===== config.mk =====
export PLATFORM = sky130hd
export DESIGN_NAME = fdc_cal_regs
export DESIGN_NICKNAME = d
export VERILOG_FILES = /design/src/design/fdc_pkg.sv /design/src/design/fdc_cal_regs.sv
export SDC_FILE = /design/constraint.sdc
export NUM_CORES = 1
export LEC_CHECK = 0
export ABC_AREA = 0
export BUFFER_PORTS_ARGS = -buffer_cell sky130_fd_sc_hd__buf_4
export CAP_MARGIN = 10
export CORE_ASPECT_RATIO = 0.75
export CORE_MARGIN = 2
export CORE_UTILIZATION = 46
export CTS_BUF_LIST = sky130_fd_sc_hd__clkbuf_4
export DETAILED_ROUTE_END_ITERATION = 6
export HOLD_SLACK_MARGIN = 0.06
export PLACE_DENSITY = 0.77
export SLEW_MARGIN = 40
export SYNTH_ARGS = -nofsm -noshare
export SYNTH_HDL_FRONTEND = slang
export SYNTH_SLANG_ARGS = --single-unit

===== constraint.sdc =====
create_clock -name CLK_SYS -period 8.05 [get_ports CLK_SYS]
set_input_delay 0.4025 -clock CLK_SYS [delete_from_list [all_inputs] [get_ports CLK_SYS]]
set_output_delay 0.4025 -clock CLK_SYS [all_outputs]
set_load 0.01 [all_outputs]

===== src/design/fdc_pkg.sv =====
// Purpose: constants for the wave dac calibration register bank
// Assumes: axi4-lite, 32-bit data, byte addresses as printed
// Notes:   offsets, resets and field layouts shared by design and bench
package fdc_pkg;
   localparam int          ADDR_W            = 16;
   localparam int          TRIM_W            = 12;
   localparam logic [15:0] OFS_UNLOCK_KEY    = 16'h2230;
   localparam logic [15:0] OFS_GAIN_TRIM     = 16'h2260;
   localparam logic [15:0] OFS_ON_LOWPOWER   = 16'h2264;
   localparam logic [15:0] OFS_OFF_LOWPOWER  = 16'h2268;
   localparam logic [15:0] OFS_ON_FAST       = 16'h22b8;
   localparam logic [15:0] OFS_OFF_FAST      = 16'h22bc;
   localparam logic [15:0] OFS_DAC_CONFIG    = 16'h2010;
   localparam logic [31:0] KEY_RESET         = 32'hde87a5a0;
   localparam logic [31:0] KEY_UNLOCK        = 32'hde87a5af;
   localparam logic [11:0] GAIN_RESET        = 12'h800;
   localparam logic [11:0] OFFSET_RESET      = 12'h000;
   localparam logic [31:0] CONFIG_RESET      = 32'h0000001e;
   localparam logic [31:0] CONFIG_RW_MASK    = 32'h00001fff;
   localparam int          CFG_ATTEN_BIT     = 0;
   localparam int          CFG_GAINSEL_BIT   = 12;
   localparam logic [1:0]  RESP_OKAY         = 2'h0;
   localparam logic [1:0]  RESP_SLVERR       = 2'h2;
   typedef enum logic [2:0] {
      FDC_W_IDLE = 3'h1,
      FDC_W_RESP = 3'h2,
      FDC_W_HOLD = 3'h4
   } fdc_wstate_t;
endpackage


===== src/design/fdc_cal_regs.sv =====
// Purpose: key-protected gain and offset trim registers for the wave dac
// Assumes: one clock, asynchronous active-high reset, axi4-lite slave
// Notes:   selected trims are driven out for the dac datapath
`timescale 1ns/100ps

module fdc_cal_regs
   import fdc_pkg::*;
(
   input  wire logic        CLK_SYS,
   input  wire logic        RESET,
   input  wire logic [15:0] S_AXI_AWADDR,
   input  wire logic        S_AXI_AWVALID,
   output logic             S_AXI_AWREADY,
   input  wire logic [31:0] S_AXI_WDATA,
   input  wire logic [3:0]  S_AXI_WSTRB,
   input  wire logic        S_AXI_WVALID,
   output logic             S_AXI_WREADY,
   output logic [1:0]       S_AXI_BRESP,
   output logic             S_AXI_BVALID,
   input  wire logic        S_AXI_BREADY,
   input  wire logic [15:0] S_AXI_ARADDR,
   input  wire logic        S_AXI_ARVALID,
   output logic             S_AXI_ARREADY,
   output logic [31:0]      S_AXI_RDATA,
   output logic [1:0]       S_AXI_RRESP,
   output logic             S_AXI_RVALID,
   input  wire logic        S_AXI_RREADY,
   input  wire logic        HIGH_SPEED_MODE,
   output logic [11:0]      GAIN_TRIM,
   output logic [11:0]      OFFSET_TRIM,
   output logic             ATTEN_ENABLE,
   output logic             GAIN_SELECT,
   output logic             CAL_UNLOCKED
);

   // -----------------------------------------------------------------
   // storage
   // -----------------------------------------------------------------
   logic [31:0]   key_ff;
   logic [11:0]   gain_ff;
   logic [11:0]   ofs_ff [4];
   logic [31:0]   cfg_ff;
   logic [15:0]   awaddr_ff;
   logic          aw_have_ff;
   logic [31:0]   wdata_ff;
   logic [3:0]    wstrb_ff;
   logic          w_have_ff;
   logic          bvalid_ff;
   logic [1:0]    bresp_ff;
   logic          rvalid_ff;
   logic [31:0]   rdata_ff;
   logic [1:0]    rresp_ff;
   logic [11:0]   gain_out_ff;
   logic [11:0]   ofs_out_ff;
   logic          do_write;
   logic          unlocked;
   logic [31:0]   merged;
   logic [31:0]   nxt_rdata;
   logic          nxt_rhit;
   logic          wr_hit;
   int            wr_idx;
   logic [1:0]    sel_idx;
   logic          wen_key;
   logic          wen_cfg;
   logic          wen_gain;
   logic [3:0]    wen_ofs;
   logic          wr_busy;
   fdc_wstate_t   wstate_ff;
   fdc_wstate_t   nxt_wstate;

   assign unlocked = (key_ff == KEY_UNLOCK);
   assign CAL_UNLOCKED = unlocked;

   // -----------------------------------------------------------------
   // write phase tracking
   // -----------------------------------------------------------------
   always_comb begin
      nxt_wstate = wstate_ff;
      unique case (wstate_ff)
         FDC_W_IDLE: begin
            if (do_write) begin
               nxt_wstate = FDC_W_RESP;
            end else if (aw_have_ff || w_have_ff) begin
               nxt_wstate = FDC_W_HOLD;
            end
         end
         FDC_W_HOLD: begin
            if (do_write) begin
               nxt_wstate = FDC_W_RESP;
            end
         end
         FDC_W_RESP: begin
            if (S_AXI_BREADY) begin
               nxt_wstate = FDC_W_IDLE;
            end
         end
         default: begin
            nxt_wstate = FDC_W_IDLE;
         end
      endcase
   end

   always_ff @(posedge CLK_SYS or posedge RESET) begin
      if (RESET) begin
         wstate_ff <= FDC_W_IDLE;
      end else begin
         wstate_ff <= nxt_wstate;
      end
   end

   // response pending: no new address or data taken
   assign wr_busy = (wstate_ff == FDC_W_RESP);

   // -----------------------------------------------------------------
   // write enables
   // -----------------------------------------------------------------
   always_comb begin
      wen_key  = 1'b0;
      wen_cfg  = 1'b0;
      wen_gain = 1'b0;
      wen_ofs  = 4'h0;
      if (do_write && wr_hit) begin
         unique case (awaddr_ff)
            OFS_UNLOCK_KEY: begin
               wen_key = 1'b1;
            end
            OFS_DAC_CONFIG: begin
               wen_cfg = 1'b1;
            end
            OFS_GAIN_TRIM: begin
               wen_gain = unlocked;
            end
            default: begin
               wen_ofs[wr_idx[1:0]] = unlocked;
            end
         endcase
      end
   end

   // -----------------------------------------------------------------
   // write channel capture
   // -----------------------------------------------------------------
   assign S_AXI_AWREADY = !aw_have_ff && !wr_busy;
   assign S_AXI_WREADY  = !w_have_ff && !wr_busy;
   assign do_write      = aw_have_ff && w_have_ff && !wr_busy;

   always_ff @(posedge CLK_SYS or posedge RESET) begin
      if (RESET) begin
         aw_have_ff <= 1'b0;
         awaddr_ff  <= 16'h0000;
      end else if (S_AXI_AWVALID && S_AXI_AWREADY) begin
         aw_have_ff <= 1'b1;
         awaddr_ff  <= S_AXI_AWADDR;
      end else if (do_write) begin
         aw_have_ff <= 1'b0;
      end
   end

   always_ff @(posedge CLK_SYS or posedge RESET) begin
      if (RESET) begin
         w_have_ff <= 1'b0;
         wdata_ff  <= 32'h00000000;
         wstrb_ff  <= 4'h0;
      end else if (S_AXI_WVALID && S_AXI_WREADY) begin
         w_have_ff <= 1'b1;
         wdata_ff  <= S_AXI_WDATA;
         wstrb_ff  <= S_AXI_WSTRB;
      end else if (do_write) begin
         w_have_ff <= 1'b0;
      end
   end

   // byte-lane merge helper
   function automatic logic [31:0] fdc_merge(input logic [31:0] old_v,
                                             input logic [31:0] new_v,
                                             input logic [3:0]  strb);
      logic [31:0] r;
      r = old_v;
      for (int i = 0; i < 4; i++) begin
         if (strb[i]) begin
            r[i*8 +: 8] = new_v[i*8 +: 8];
         end
      end
      return r;
   endfunction

   // -----------------------------------------------------------------
   // write decode
   // -----------------------------------------------------------------
   always_comb begin
      wr_hit = 1'b1;
      wr_idx = 0;
      merged = 32'h00000000;
      unique case (awaddr_ff)
         OFS_UNLOCK_KEY:   merged = fdc_merge(key_ff, wdata_ff, wstrb_ff);
         OFS_DAC_CONFIG:   merged = fdc_merge(cfg_ff, wdata_ff, wstrb_ff);
         OFS_GAIN_TRIM:    merged = fdc_merge({20'h0, gain_ff}, wdata_ff, wstrb_ff);
         OFS_ON_LOWPOWER:  begin
            wr_idx = 0;
            merged = fdc_merge({20'h0, ofs_ff[0]}, wdata_ff, wstrb_ff);
         end
         OFS_OFF_LOWPOWER: begin
            wr_idx = 1;
            merged = fdc_merge({20'h0, ofs_ff[1]}, wdata_ff, wstrb_ff);
         end
         OFS_ON_FAST:      begin
            wr_idx = 2;
            merged = fdc_merge({20'h0, ofs_ff[2]}, wdata_ff, wstrb_ff);
         end
         OFS_OFF_FAST:     begin
            wr_idx = 3;
            merged = fdc_merge({20'h0, ofs_ff[3]}, wdata_ff, wstrb_ff);
         end
         default:          wr_hit = 1'b0;
      endcase
   end

   // -----------------------------------------------------------------
   // key, config and trim registers
   // -----------------------------------------------------------------
   always_ff @(posedge CLK_SYS or posedge RESET) begin
      if (RESET) begin
         key_ff <= KEY_RESET;
      end else if (wen_key) begin
         key_ff <= merged;
      end
   end

   always_ff @(posedge CLK_SYS or posedge RESET) begin
      if (RESET) begin
         cfg_ff <= CONFIG_RESET;
      end else if (wen_cfg) begin
         cfg_ff <= merged & CONFIG_RW_MASK;
      end
   end

   always_ff @(posedge CLK_SYS or posedge RESET) begin
      if (RESET) begin
         gain_ff <= GAIN_RESET;
      end else if (wen_gain) begin
         gain_ff <= merged[TRIM_W-1:0];
      end
   end

   // offsets: 0 on/lowpower, 1 off/lowpower, 2 on/fast, 3 off/fast
   for (genvar g = 0; g < 4; g++) begin : g_ofs
      always_ff @(posedge CLK_SYS or posedge RESET) begin
         if (RESET) begin
            ofs_ff[g] <= OFFSET_RESET;
         end else if (wen_ofs[g]) begin
            ofs_ff[g] <= merged[TRIM_W-1:0];
         end
      end
   end

   // -----------------------------------------------------------------
   // write response
   // -----------------------------------------------------------------
   always_ff @(posedge CLK_SYS or posedge RESET) begin
      if (RESET) begin
         bvalid_ff <= 1'b0;
         bresp_ff  <= RESP_OKAY;
      end else if (do_write) begin
         bvalid_ff <= 1'b1;
         bresp_ff  <= wr_hit ? RESP_OKAY : RESP_SLVERR;
      end else if (S_AXI_BREADY) begin
         bvalid_ff <= 1'b0;
      end
   end
   assign S_AXI_BVALID = bvalid_ff;
   assign S_AXI_BRESP  = bresp_ff;

   // -----------------------------------------------------------------
   // read path
   // -----------------------------------------------------------------
   assign S_AXI_ARREADY = !rvalid_ff;

   always_comb begin
      nxt_rhit  = 1'b1;
      nxt_rdata = 32'h00000000;
      unique case (S_AXI_ARADDR)
         OFS_UNLOCK_KEY:   nxt_rdata = key_ff;
         OFS_DAC_CONFIG:   nxt_rdata = cfg_ff;
         OFS_GAIN_TRIM:    nxt_rdata = {20'h0, gain_ff};
         OFS_ON_LOWPOWER:  nxt_rdata = {20'h0, ofs_ff[0]};
         OFS_OFF_LOWPOWER: nxt_rdata = {20'h0, ofs_ff[1]};
         OFS_ON_FAST:      nxt_rdata = {20'h0, ofs_ff[2]};
         OFS_OFF_FAST:     nxt_rdata = {20'h0, ofs_ff[3]};
         default:          nxt_rhit  = 1'b0;
      endcase
   end

   always_ff @(posedge CLK_SYS or posedge RESET) begin
      if (RESET) begin
         rvalid_ff <= 1'b0;
         rdata_ff  <= 32'h00000000;
         rresp_ff  <= RESP_OKAY;
      end else if (S_AXI_ARVALID && S_AXI_ARREADY) begin
         rvalid_ff <= 1'b1;
         rdata_ff  <= nxt_rdata;
         rresp_ff  <= nxt_rhit ? RESP_OKAY : RESP_SLVERR;
      end else if (S_AXI_RREADY) begin
         rvalid_ff <= 1'b0;
      end
   end
   assign S_AXI_RVALID = rvalid_ff;
   assign S_AXI_RDATA  = rdata_ff;
   assign S_AXI_RRESP  = rresp_ff;

   // -----------------------------------------------------------------
   // trim selection for the datapath
   // -----------------------------------------------------------------
   assign sel_idx = {HIGH_SPEED_MODE, !cfg_ff[CFG_ATTEN_BIT]};

   always_ff @(posedge CLK_SYS or posedge RESET) begin
      if (RESET) begin
         gain_out_ff <= GAIN_RESET;
         ofs_out_ff  <= OFFSET_RESET;
      end else begin
         gain_out_ff <= gain_ff;
         ofs_out_ff  <= ofs_ff[sel_idx];
      end
   end
   assign GAIN_TRIM    = gain_out_ff;
   assign OFFSET_TRIM  = ofs_out_ff;
   assign ATTEN_ENABLE = cfg_ff[CFG_ATTEN_BIT];
   assign GAIN_SELECT  = cfg_ff[CFG_GAINSEL_BIT];

endmodule // fdc_cal_regs


## Word level (Yosys, flattened, before mapping)

Cells that the tools add are included.
W data, S select, Z words.

| word-level totals | value |
|---|---|
| bits in registers | 224 |
| input port bits | 76 |
| output and inout port bits | 68 |
| logic and storage cells | 128 |

| cells by class | value |
|---|---|
| $lt $le $gt $ge | 3 |
| eq/ne operators | 24 |
| multiplexer cells | 50 |
| bitwise logic cells | 2 |
| reduce and logical (&&, ||, !) cells | 26 |

Operators with widths:

| cell | count |
|---|---|
| $pmux W32 S7 | 2 |
| $eq A16 B14 Y1 const B | 14 |
| $mux W8 | 18 |
| $eq A32 B32 Y1 const B | 1 |
| $bmux W12 S2 | 1 |
| $mux W12 | 2 |
| $mux W1 | 16 |
| $reduce_or A7 Y1 | 2 |
| $mux W3 | 4 |
| $ne A2 B2 Y1 const B | 5 |
| $logic_and A1 B1 Y1 | 9 |
| $pmux W3 S3 | 1 |
| $mux W4 | 2 |
| $reduce_bool A2 Y1 | 4 |
| $pmux W2 S3 | 1 |
| $reduce_and A2 Y1 | 3 |
| $logic_not A1 Y1 | 5 |
| $and A4 B4 Y4 | 1 |
| $mux W2 | 2 |
| $eq A3 B1 Y1 const B | 1 |
| $eq A3 B2 Y1 const B | 1 |
| $eq A3 B3 Y1 const B | 1 |
| $ge A3 B3 Y1 const B | 1 |
| $lt A2 B3 Y1 const B | 1 |
| other kinds (7) | 7 |

## Logic depth before layout (Yosys ltp)

Gate-level depths: netlist of the first run.

| depth | value |
|---|---|
| word-level depth | 9 |
| depth in mapped cells | 9 |
| gate-level depth less buffers | 7 |

## Worst setup path before layout of the first run

OpenSTA, ideal clock, no wires.

| timing path | value |
|---|---|
| path type | reg2reg |
| from | register key_ff[16] |
| to | register ofs_ff[12] (netlist name) |
| setup time | 128 ps |
| arrival time | 2,322 ps |
| required time | 7,922 ps |
| path slack | 5,601 ps |
| cell stages (with the launch flop) | 9 |
| buffers on the path | 2 |
| clock period less this slack | 2,449 ps |
| path through | dfstp_2 -> nor4b_1 -> nand4_1 -> nor4_2 -> and2_1 -> buf_2 -> nand2_1 -> clkbuf_1 -> mux2_1 |

| on the way | value |
|---|---|
| word-level cells in the longest chain between the ends | 4 |

Ends and longest elaborated chain:

| item | line | source |
|---|---|---|
| start: declaration | fdc_cal_regs.sv:39 | `logic [31:0] key_ff;` |
| start signal: assignment | fdc_cal_regs.sv:225 | `key_ff <= merged;` |
| $eq A32 B32 Y1 | fdc_cal_regs.sv:71 | `assign unlocked = (key_ff == KEY_UNLOCK);` |
| named net CAL_UNLOCKED | fdc_cal_regs.sv:33 | `output logic CAL_UNLOCKED` |
| $and A4 B4 Y4 (no line) | - |  |
| $mux W4 | fdc_cal_regs.sv:123 | `unique case (awaddr_ff)` |
| $mux W4 | fdc_cal_regs.sv:122 | `if (do_write && wr_hit) begin` |
| end signal: indexed assignment | fdc_cal_regs.sv:251 | `ofs_ff[g] <= merged[TRIM_W-1:0];` |
| end: declaration | fdc_cal_regs.sv:41 | `logic [11:0] ofs_ff [4];` |

The timed path passes the listed nets, and every way through them passes these cells.
A chain may end at the register's enable or synchronous reset.

## Final worst setup path of the first run

| timing path | value |
|---|---|
| from | register key_ff[5] |
| to | register gain_ff[8] |

| on the way | value |
|---|---|
| word-level cells in the longest chain between the ends | 3 |

Ends and longest elaborated chain:

| item | line | source |
|---|---|---|
| $eq A32 B32 Y1 | fdc_cal_regs.sv:71 |  |
| $mux W1 | fdc_cal_regs.sv:123 |  |
| $mux W1 | fdc_cal_regs.sv:122 |  |
| end signal: assignment | fdc_cal_regs.sv:241 | `gain_ff <= merged[TRIM_W-1:0];` |
| end: declaration | fdc_cal_regs.sv:40 | `logic [11:0] gain_ff;` |

Every way passes these cells.

==> results of run 1 <==
layer usage:
layer  GRT usage, %  vias up  part of all wire [%]
met3           10.3       50                    14
met5              0        -                     0
met1           39.5     4285                    42
met4           8.20        0                   2.0
met2           38.4      577                    42
li1               -     3889                     -
cell usage in the layout, fill, tap and decap left out, drive strengths merged, types with 12 or more instances in the layout:
cell type,instances
dfrtp,199
mux4,12
o21ai,98
nand2,114
buf,148
mux2,94
mux2i,20
clkbuf,80
nand3,26
a21oi,25
nand4,12
a22o,38
nor2,39
dlygate4sd3,56
a222oi,12
dfstp,23
clkinv,21
nor3,16
kinds of logic (layout without fill, tap and decap cells):
kind of cell	count (synthesis)	count (layout)	synth area share [%]
multiplexers	126	126	14.7
AND/OR/NAND/NOR	272	272	13.9
AO/OA/AOI/OAI	229	229	15.0
other	1	3	0.0361
buffers and inverters	63	314	2.64
flip-flops	222	222	53.7
worst max-delay path, cell delays in order (launching register included):
cell	delay, ps
dfstp_2	570
nor4bb_1	370
nand4_1	160
nor4_2	540
and2_1	360
nand4_1	530
buf_4	420
nand2_1	80
o21ai_1	50
cell type report:
class	instances	area, um^2
fill	1867	9100
sequential	222	5590
multi-input combinational	629	4610
timing repair buffer	204	1680
clock buffer	80	601
tap	294	368
clock inverter	23	124
inverter	7	33.8
antenna	1	2.50
report_power, final:
part / internal, mW / switching (mW) / total (mW)
combinational: 0.309 / 0.340 / 0.649
sequential: 1.28 / 0.184 / 1.47
clock: 0.493 / 0.477 / 0.970
worst min-delay path by stage:
stage | start | endpoint | slack, ps
2_1_floorplan | gain_ff[11] | GAIN_TRIM[11] | 370
3_3_place_gp | gain_ff[11] | GAIN_TRIM[11] | 400
3_5_place_dp | gain_ff[11] | GAIN_TRIM[11] | 400
4_1_cts | HIGH_SPEED_MODE | OFFSET_TRIM[5] | 160
5_1_grt | HIGH_SPEED_MODE | OFFSET_TRIM[5] | 150
6_report | HIGH_SPEED_MODE | OFFSET_TRIM[5] | 190
sequential cells by signal, summed over array words and instances (netlist names), 3 cells and up:
register     flops
gain_ff         12
cfg_ff          13
OFFSET_TRIM     12
S_AXI_RDATA     32
wdata_ff        32
ofs_ff          48
wstate_ff        3
key_ff          32
awaddr_ff       16
wstrb_ff         4
GAIN_TRIM       12
stage by stage:
step	power, mW	utilization (%)	worst slack, ps	area (um^2)
detailed placement	2.09	52.9	4890	11700
global placement	2.06	52.7	4580	11600
global route	3.24	58.8	4640	13000
finish	3.09	58.8	4810	13000
CTS	3.08	58.7	4850	13000
floorplan	1.86	-	1610	10400
timing repair:
| action | 4_1_cts | 5_1_grt |
|---|---|---|
| endpoints found under the hold margin | 128 | 0 |
| setup endpoints to repair | 0 | 0 |
| hold buffers | 56 | 0 |
==> qor.txt, run 1 <==
Run status - finished with violations
Failing checks - DRC
Vias in the first global route - 8,524
DPL Wire Length - 21,900 um
PortBufs - 141
Leak pwr - 5.77 nW
Fin. max-slew vios - 0
Fmax - 309 MHz
Reg2Reg Depth - 8
Pwr Density - 237 nW/um^2
Crit path DAT - 3760 ps
Initial DRC count - 972
Synth cell count leaders - 199 x dfrtp_1, 112 x nand2_1, 85 x mux2_2, 51 x o21ai_0, 46 x o21ai_1
Synthesis Warnings - 0
Cts repair resizes - 0
Slew headroom - 42.0%
Clock-pin slew on the worst setup and hold paths - 80 ps
Sequential element share of the synthesized area - 53.7%
WS Path Type - flip-flop to flip-flop
WHS - 190 ps
First-pass GRT wire length - 49,700 um
Post-Syn Area - 10,400 um^2
Clock Path Buffers - 3
Die width - 178 um
Via count of the routed design - 8,801
ANT nets after route - 0
H-Tree Depth - 2
Overflow after GRT - 0
Core ar. - 22,100 um^2
Setup crit end - gain_ff[8]
I/O pin count - 144
Critical Path RT - 8570 ps
Area Overhead vs Synth - 25.1%
Crit Path Max Fanout - 14
Crit. End Element - flip-flop
Wire per inst - 22.0 um
CTS tree - done
Drt total wl - 32,100 um
Initial antenna violation count - 1
Setup Fix Bufs, Post-CTS - 0
Tcrit/Tclk final - 40.2%
Minimum clock period - 3240 ps
Max Cap Viol - 0
Number of synthesized flops with an enable pin - 0
Async S/R FF share, synth - 100%
Synth top area cells - dfrtp_1 48%, mux2_2 9.2%, dfstp_2 5.8%
Die Area - 23,800 um^2
Worst hold stages - 2
Cell Rows - 47
Total GRT Usage - 27.4%
Post-Place Cells - 1,300
RSZ-0062 raised after global routing - no
#FFs+latches synth - 222
CTS Root Cell - clkbuf_4
CTS buffer count - 55
CP startpoint kind - flip-flop
Peak VDD IR - 0.210 mV
Layout cell share with drive strength beyond 1 - 33.8%
Setup_tns - 0 ps
Die Height - 134 um
Cell variety after synth - 70
Clk sinks - 222
Worst-Skew Late Latency - 680 ps
Share of the synthesized area in the top cell type - 47.9%
R2r setup slk - 4810 ps
Hold Crit Class - primary input to flip-flop
DR vias/cell - 6.03
Most frequent cell after synthesis - dfrtp_1
Setup Viol. Count Final - 0
Slew @ Worst Pin - 867 ps
Final #Nets - 1,195
Final GP Congestion - 0.980
DRT Pass-1 Iters - 7
Drt drc - 23
RR Startpoint - key_ff[5]
Largest area contributor in the netlist - dfrtp_1
Reg2reg end - gain_ff[8]
Final hold viol count - 0
Initial Util - 47.0%
Synth Instances - 913
Final Instance Count excl. Fillers - 1,460
Syn avg cell area - 11.4 um^2
Critical Path Start - key_ff[5]
Setup Skew - 38.1 ps
Synth Flop Type - dfrtp_1
Largest net degree at the start of global routing - 80
(Power assumes the default switching activity.)
==> run 2: changes to the inputs <==
--- a/config.mk
+++ b/config.mk
@@ -14,7 +14,7 @@
 export CTS_BUF_LIST = sky130_fd_sc_hd__clkbuf_4
 export DETAILED_ROUTE_END_ITERATION = 6
 export HOLD_SLACK_MARGIN = 0.06
-export PLACE_DENSITY = 0.77
+export PLACE_DENSITY = 0.8
 export SLEW_MARGIN = 40
 export SYNTH_ARGS = -nofsm -noshare
 export SYNTH_HDL_FRONTEND = slang
==> constraint.sdc (replaced) <==
create_clock -name CLK_SYS -period 2.9 [get_ports CLK_SYS]
set_input_delay 0.145 -clock CLK_SYS [delete_from_list [all_inputs] [get_ports CLK_SYS]]
set_output_delay 0.145 -clock CLK_SYS [all_outputs]
set_load 0.01 [all_outputs]
==> run 2 against run 1 <==
Effect of this change: the flow now finishes without violations; final area increased by 3.5%; critical path depth increased by 1; fmax increased by 16%; setup slack got worse by 4700 ps; largest power group unchanged; sequential power increased to 2.8 times the previous value; count of clock-buffer cells in the layout increased by 3; critical path type unchanged; global-route usage increased by 1.3 points; register-to-register slack got worse by 4700 ps; combinational power increased to 3.1 times the previous value; power increased to 2.8 times the previous value; utilization increased by 2.0 points; die area unchanged.
==> qor.txt, run 2 (synthesis gave the netlist of run 1 again) <==
Crit. End Element - flip-flop
Setup Skew - 54.1 ps (+16.0 ps)
Reg2Reg Depth - 9 (+1)
RR Startpoint - key_ff[5]
ANT nets after route - 0 (unchanged)
DRT Pass-1 Iters - 5 (-2)
Cell Rows - 47 (unchanged)
Slew headroom - 40.3% (-1.7 points)
Final GP Congestion - 1.01 (+2.8%)
Cell Int Power - 5.92 mW (+180%)
Clk pwr share - 31.2% (-0.2 points)
WHS Endpoint - S_AXI_RDATA[12]
Hold Crit Class - primary input to flip-flop
Final #Nets - 1,252 (+4.8%)
Drt total wl - 33,500 um (+4.2%)
Wire per inst - 22.1 um (+0.47%)
CTS tree - done
CTS buffer count - 54 (-1.8%)
Tcrit/Tclk final - 96.2% (+56 points)
First-pass GRT wire length - 52,000 um (+4.7%)
Sw power - 2.85 mW (+180%)
WHS - 126 ps (-64.3 ps)
PortBufs - 141 (unchanged)
Clk sinks - 222 (unchanged)
RSZ-0062 raised after global routing - no
Setup_tns - 0 ps (unchanged)
Sw Ratio - 32.5% (+0.083 points)
Die width - 178 um (unchanged)
Die Height - 134 um (unchanged)
Slowest cell on crit path - dfstp_2
PnR Total Power - 8.77 mW (+180%)
Area Overhead vs Synth - 29.4%
DR vias/cell - 5.99 (-0.70%)
Final Instance Count excl. Fillers - 1,514 (+3.7%)
Peak VDD IR - 0.493 mV (+130%)
H-Tree Depth - 2 (unchanged)
R2r setup slk - 110 ps (-4700 ps)
Diode count - 0 (-1)
CP delay by family, top - simple AND/OR/NAND/NOR gates
Initial Util - 47.0% (unchanged)
Finished Cell Area - 13,500 um^2 (+3.5%)
Register share of total power - 46.2% (-1.3 points)
Worst-Skew Late Latency - 700 ps (+20 ps)
Run status - finished clean
Worst hold stages - 6 (+4)
Crit path buf inv count - 2 (+1)
Comb pwr share - 22.7% (+1.7 points)
WS Path Type - flip-flop to flip-flop
Minimum clock period - 2790 ps (-448 ps)
CP Cell Sequence - nor4bb_2 > buf_4 > nand4_1 > nor4_2 > and2_1 > nand4_1 > buf_4 > nand2_1 > o21ai_1
Clock-pin slew on the worst setup and hold paths - 80 ps (about the same)
Setup Viol. Count Final - 0 (unchanged)
Core ar. - 22,100 um^2 (unchanged)
Initial antenna violation count - 0 (-1)
Commonest non-fill, non-tap cell in the layout - dfrtp_1
I/O pin count - 144 (unchanged)
Die Area - 23,800 um^2 (unchanged)
Largest register by flop count - ofs_ff
Total GRT Usage - 28.7% (+1.3 points)
DPL Wire Length - 22,700 um (+3.5%)
CP startpoint kind - flip-flop
Slew @ Worst Pin - 894 ps (+26.9 ps)
Fmax - 358 MHz (+16%)
Initial DRC count - 1,101 (+13%)
Crit path DAT - 3320 ps (-440 ps)
Vias in the first global route - 9,135 (+7.2%)
Via count of the routed design - 9,063 (+3.0%)
Layout cell share with drive strength beyond 1 - 36.6% (+2.7 points)
DP Worst Slack - 150 ps (-4740 ps)
Post-layout util - 60.9% (+2.0 points)
Final WS setup - 109 ps (-4700 ps)
Critical Path RT - 3430 ps (-5140 ps)
Fin. max-slew vios - 0 (unchanged)
Worst path max stage delay - 570 ps (about the same)
Hold Crit Start - S_AXI_ARADDR[11]
Dpl cell area - 12,100 um^2 (+3.4%)
Leak pwr - 6.04 nW (+4.7%)
Crit Path Max Fanout - 16 (+2)
Drt drc - 0 (-100%)
Clock Path Buffers - 3 (unchanged)
Max reg flops - 48 (unchanged)
Overflow after GRT - 0 (unchanged)
CTS Root Cell - clkbuf_4
Pwr Density - 651 nW/um^2 (+170%)
Largest net degree at the start of global routing - 79 (-1.3%)
Post-Place Cells - 1,352 (+4.0%)
Commonest non-fill, non-tap cells in the layout - 198 x dfrtp_1, 195 x buf_4, 111 x nand2_1, 85 x mux2_2, 83 x clkbuf_4
Max Cap Viol - 0 (unchanged)
Reg2reg end - gain_ff[8]
Final hold viol count - 0 (unchanged)
[run 2: power by group through the flow]
stage	clock network (mW)	registers, mW	logic [mW]
after global placement	0	4.04	1.82
final	2.73	4.05	1.99
after CTS	2.77	4.02	1.95
after detailed placement	0	4.08	1.87
after floorplan	0	3.90	1.27
after global routing	2.97	4.11	2.12
[run 2: area by class of cell]
class | count | area, um^2
Timing Repair Buffer | 262 | 2180
Fill cell | 1796 | 8650
Clock buffer | 83 | 623
Sequential cell | 222 | 5590
Multi-Input combinational cell | 629 | 4560
Inverter | 7 | 30.0
Tap cell | 294 | 368
Clock inverter | 17 | 109
[run 2: metal layers]
layer / global-route usage [%] / up-vias / share of wire [%] / wire length (um)
li1: - / 3989 / - / -
met1: 40.0 / 4376 / 40 / 13500
met2: 41.6 / 608 / 43 / 14400
met3: 9.52 / 88 / 13 / 4410
met4: 10.7 / 2 / 3.3 / 1090
met5: 1.88 / - / 0.18 / 61
[run 2: repair_timing]
action | CTS | global route
hold endpoints to repair | 283 | 0
buffers inserted | 0 | 0
endpoints found under the setup margin | 0 | 17
hold buffers | 62 | 0
gates resized for setup | 0 | 1
[run 2: how the worst max path moves through the flow]
stage | end | start | slack (ps) | cells past startpoint
after floorplan | GAIN_TRIM[0] | RESET | -120 | 1
after global placement | gain_ff[4] | key_ff[5] | 190 | 9
after detailed placement | gain_ff[4] | key_ff[5] | 150 | 9
after CTS | gain_ff[8] | key_ff[5] | 110 | 9
after global routing | ofs_ff[8] | key_ff[5] | 20 | 10
final | gain_ff[8] | key_ff[5] | 110 | 9
[run 2: worst register-to-register path: cells and delay by family, from the launching register on]
family                 cells  cell delay (ps)
AO/OA/AOI/OAI              1               50
flip-flops                 1              570
buffers and inverters      2              520
AND/OR/NAND/NOR            6             1470
==> run 3: changes to the inputs <==
--- a/config.mk
+++ b/config.mk
@@ -14,7 +14,7 @@
 export CTS_BUF_LIST = sky130_fd_sc_hd__clkbuf_4
 export DETAILED_ROUTE_END_ITERATION = 6
 export HOLD_SLACK_MARGIN = 0.06
-export PLACE_DENSITY = 0.8
+export PLACE_DENSITY = 0.81
 export SLEW_MARGIN = 40
 export SYNTH_ARGS = -nofsm -noshare
 export SYNTH_HDL_FRONTEND = slang
==> run 3 against run 2 <==
Effect of this change: the run now ends with DRC left; count of clock-buffer cells in the layout up 4; sequential share of layout area up 0.15 points; final area down 0.35%; routed wire length up 1.8%; critical path depth unchanged; fmax up 1.7%; critical path type unchanged; largest cell class unchanged; highest routed layer is now met4.
==> qor.txt, run 3 (synthesis gave the netlist of run 1 again) <==
Run status - finished with violations
Failing checks - DRC
Clk pwr share - 31.3% (about the same)
Crit path DAT - 3280 ps (-40 ps)
Crit. End Element - flip-flop
CP startpoint kind - flip-flop
Largest register by flop count - ofs_ff
Hold Crit Class - primary input to async pin
Comb pwr share - 22.4% (-0.3 points)
DR vias/cell - 6.01 (+0.35%)
Overflow after GRT - 0 (unchanged)
I/O pin count - 144 (unchanged)
Via count of the routed design - 9,101 (+0.42%)
Fin. max-slew vios - 0 (unchanged)
CTS buffer count - 56 (+3.7%)
Sw power - 2.88 mW (+1.2%)
Max reg flops - 48 (unchanged)
Commonest non-fill, non-tap cell in the layout - dfrtp_1
Slew headroom - 43.0% (+2.8 points)
Area Overhead vs Synth - 29.0%
RR Startpoint - key_ff[1]
WS Path Type - flip-flop to flip-flop
Clk sinks - 222 (unchanged)
Wire per inst - 22.5 um (+1.7%)
Layout cell share with drive strength beyond 1 - 36.1% (-0.41 points)
Die Height - 134 um (unchanged)
CTS Root Cell - clkbuf_4
PortBufs - 141 (unchanged)
Register share of total power - 46.4% (+0.2 points)
Fillers - 1,829 (+1.8%)
Tcrit/Tclk final - 94.6% (-1.6 points)
Cell Rows - 47 (unchanged)
Drt drc - 14 (+14)
Initial DRC count - 1,144 (+3.9%)
Drt total wl - 34,000 um (+1.8%)
Peak VDD IR - 0.521 mV (+5.7%)
Clock Path Buffers - 3 (unchanged)
R2r setup slk - 160 ps (+50 ps)
Setup Skew - 44.0 ps (-10.0 ps)
Crit Path Max Fanout - 15 (-1)
Initial antenna violation count - 1 (+1)
Setup Viol. Count Final - 0 (unchanged)
Setup Fix Bufs, Post-CTS - 0 (unchanged)
Final GP Congestion - 0.975 (-3.3%)
Crit path buf inv count - 2 (unchanged)
CP delay by family, top - simple AND/OR/NAND/NOR gates
Critical Path RT - 3440 ps (about the same)
DPL Wire Length - 22,700 um (about the same)
CTS tree - done
Core ar. - 22,100 um^2 (unchanged)
ANT nets after route - 0 (unchanged)
Post-Place Cells - 1,347 (-0.37%)
Commonest non-fill, non-tap cells in the layout - 198 x dfrtp_1, 192 x buf_4, 111 x nand2_1, 87 x clkbuf_4, 85 x mux2_2
First-pass GRT wire length - 52,800 um (+1.6%)
Final hold viol count - 0 (unchanged)
Minimum clock period - 2740 ps (-47.6 ps)
Leak pwr - 6.02 nW (-0.43%)
Final #Nets - 1,249 (-0.24%)
Reg2Reg Depth - 9 (unchanged)
Slew @ Worst Pin - 843 ps (-51.4 ps)
Initial Util - 47.0% (unchanged)
Final Instance Count excl. Fillers - 1,515 (+0.066%)
Worst-Skew Late Latency - 700 ps (about the same)
Vias in the first global route - 9,109 (-0.28%)
DRT Pass-1 Iters - 7 (+2)
Pwr Density - 654 nW/um^2 (+0.32%)
Clock-pin slew on the worst setup and hold paths - 80 ps (about the same)
Setup_tns - 0 ps (unchanged)
Die width - 178 um (unchanged)
RSZ-0062 raised after global routing - no
Reg2reg end - gain_ff[5]
Largest net degree at the start of global routing - 158 (+100%)
Die Area - 23,800 um^2 (unchanged)
Fmax - 365 MHz (+1.7%)
Max Cap Viol - 0 (unchanged)
H-Tree Depth - 2 (unchanged)
Total GRT Usage - 29.0% (+0.32 points)
Slowest cell on crit path - dfrtp_1
Cell Int Power - 5.88 mW (-0.60%)
Worst path max stage delay - 470 ps (-100 ps)
CP Cell Sequence - nor4bb_2 > nand4_1 > nor4_2 > and2_1 > nand4_1 > buf_4 > buf_4 > nand2_1 > o21ai_1
Post-layout util - 60.6% (-0.21 points)
Sw Ratio - 32.9% (+0.38 points)
[run 3: cell types whose count changed in the layout (fill, tap and decap cells not counted)]
| cell | previous run | this run |
|---|---|---|
| clkinv_1 | 5 | 11 |
| clkbuf_4 | 83 | 87 |
| clkinv_2 | 8 | 4 |
| buf_12 | 5 | 2 |
| buf_4 | 195 | 192 |
| buf_16 | 0 | 1 |
| buf_6 | 0 | 1 |
| bufinv_16 | 1 | 0 |
| clkinvlp_4 | 2 | 1 |
| diode_2 | 0 | 1 |
| dlygate4sd3_1 | 62 | 61 |
| inv_6 | 0 | 1 |
[run 3: layer usage]
layer  vias to the layer above  track usage (%)  routed length, um
li1                       3986                -                  -
met1                      4429             40.9              13900
met2                       621             42.4              14800
met3                        65             9.50               4580
met4                         0             9.70                773
met5                         -                0                  0
[run 3: area by class of cell]
cell class / count / area, um^2 / area share [%]
multi-input combinational: 629 / 4560 / 34.0
antenna: 1 / 2.50 / 0.0187
sequential: 222 / 5590 / 41.6
clock buffer: 87 / 653 / 4.87
clock inverter: 18 / 82.6 / 0.616
tap: 294 / 368 / 2.74
inverter: 7 / 30.0 / 0.224
timing repair buffer: 257 / 2130 / 15.9
[run 3: worst reg2reg max path, stage by stage (launching register included)]
cell and delay [ps]:
dfrtp_1 470, nor4bb_2 440, nand4_1 170, nor4_2 350, and2_1 270, nand4_1 270
buf_4 260, buf_4 210, nand2_1 90, o21ai_1 60
[run 3: per-stage QoR]
step / power [mW] / instance area, um^2 / hold slack, ps / worst slack (ps)
after floorplan: 5.17 / 10400 / 241 / -122
after global placement: 5.86 / 12000 / 328 / 248
after detailed placement: 5.93 / 12000 / 329 / 165
after CTS: 8.71 / 13400 / 68.6 / 159
after global routing: 9.19 / 13400 / 110 / 35.1
final: 8.76 / 13400 / 102 / 157
[run 3: power groups by stage]
stage / combinational [mW] / sequential, mW / clock [mW]
after floorplan: 1.27 / 3.90 / 0
after global placement: 1.80 / 4.06 / 0
after detailed placement: 1.84 / 4.10 / 0
after CTS: 1.91 / 4.04 / 2.75
after global routing: 2.11 / 4.13 / 2.95
final: 1.96 / 4.07 / 2.74
[run 3: what timing repair did]
item / 4_1_cts / 5_1_grt
hold endpoints to repair: 282 / 0
resized for setup: 0 / 1
endpoints found under the setup margin: 0 / 5
hold buffers: 61 / 0
[run 3: worst max path at each step]
stage	from	to	slack, ps	depth (start not counted)
after floorplan	RESET	GAIN_TRIM[0]	-120	1
after global placement	key_ff[1]	gain_ff[5]	250	9
after detailed placement	key_ff[5]	gain_ff[0]	160	9
after CTS	key_ff[1]	gain_ff[0]	160	9
after global routing	key_ff[1]	gain_ff[5]	40	9
final	key_ff[1]	gain_ff[5]	160	9
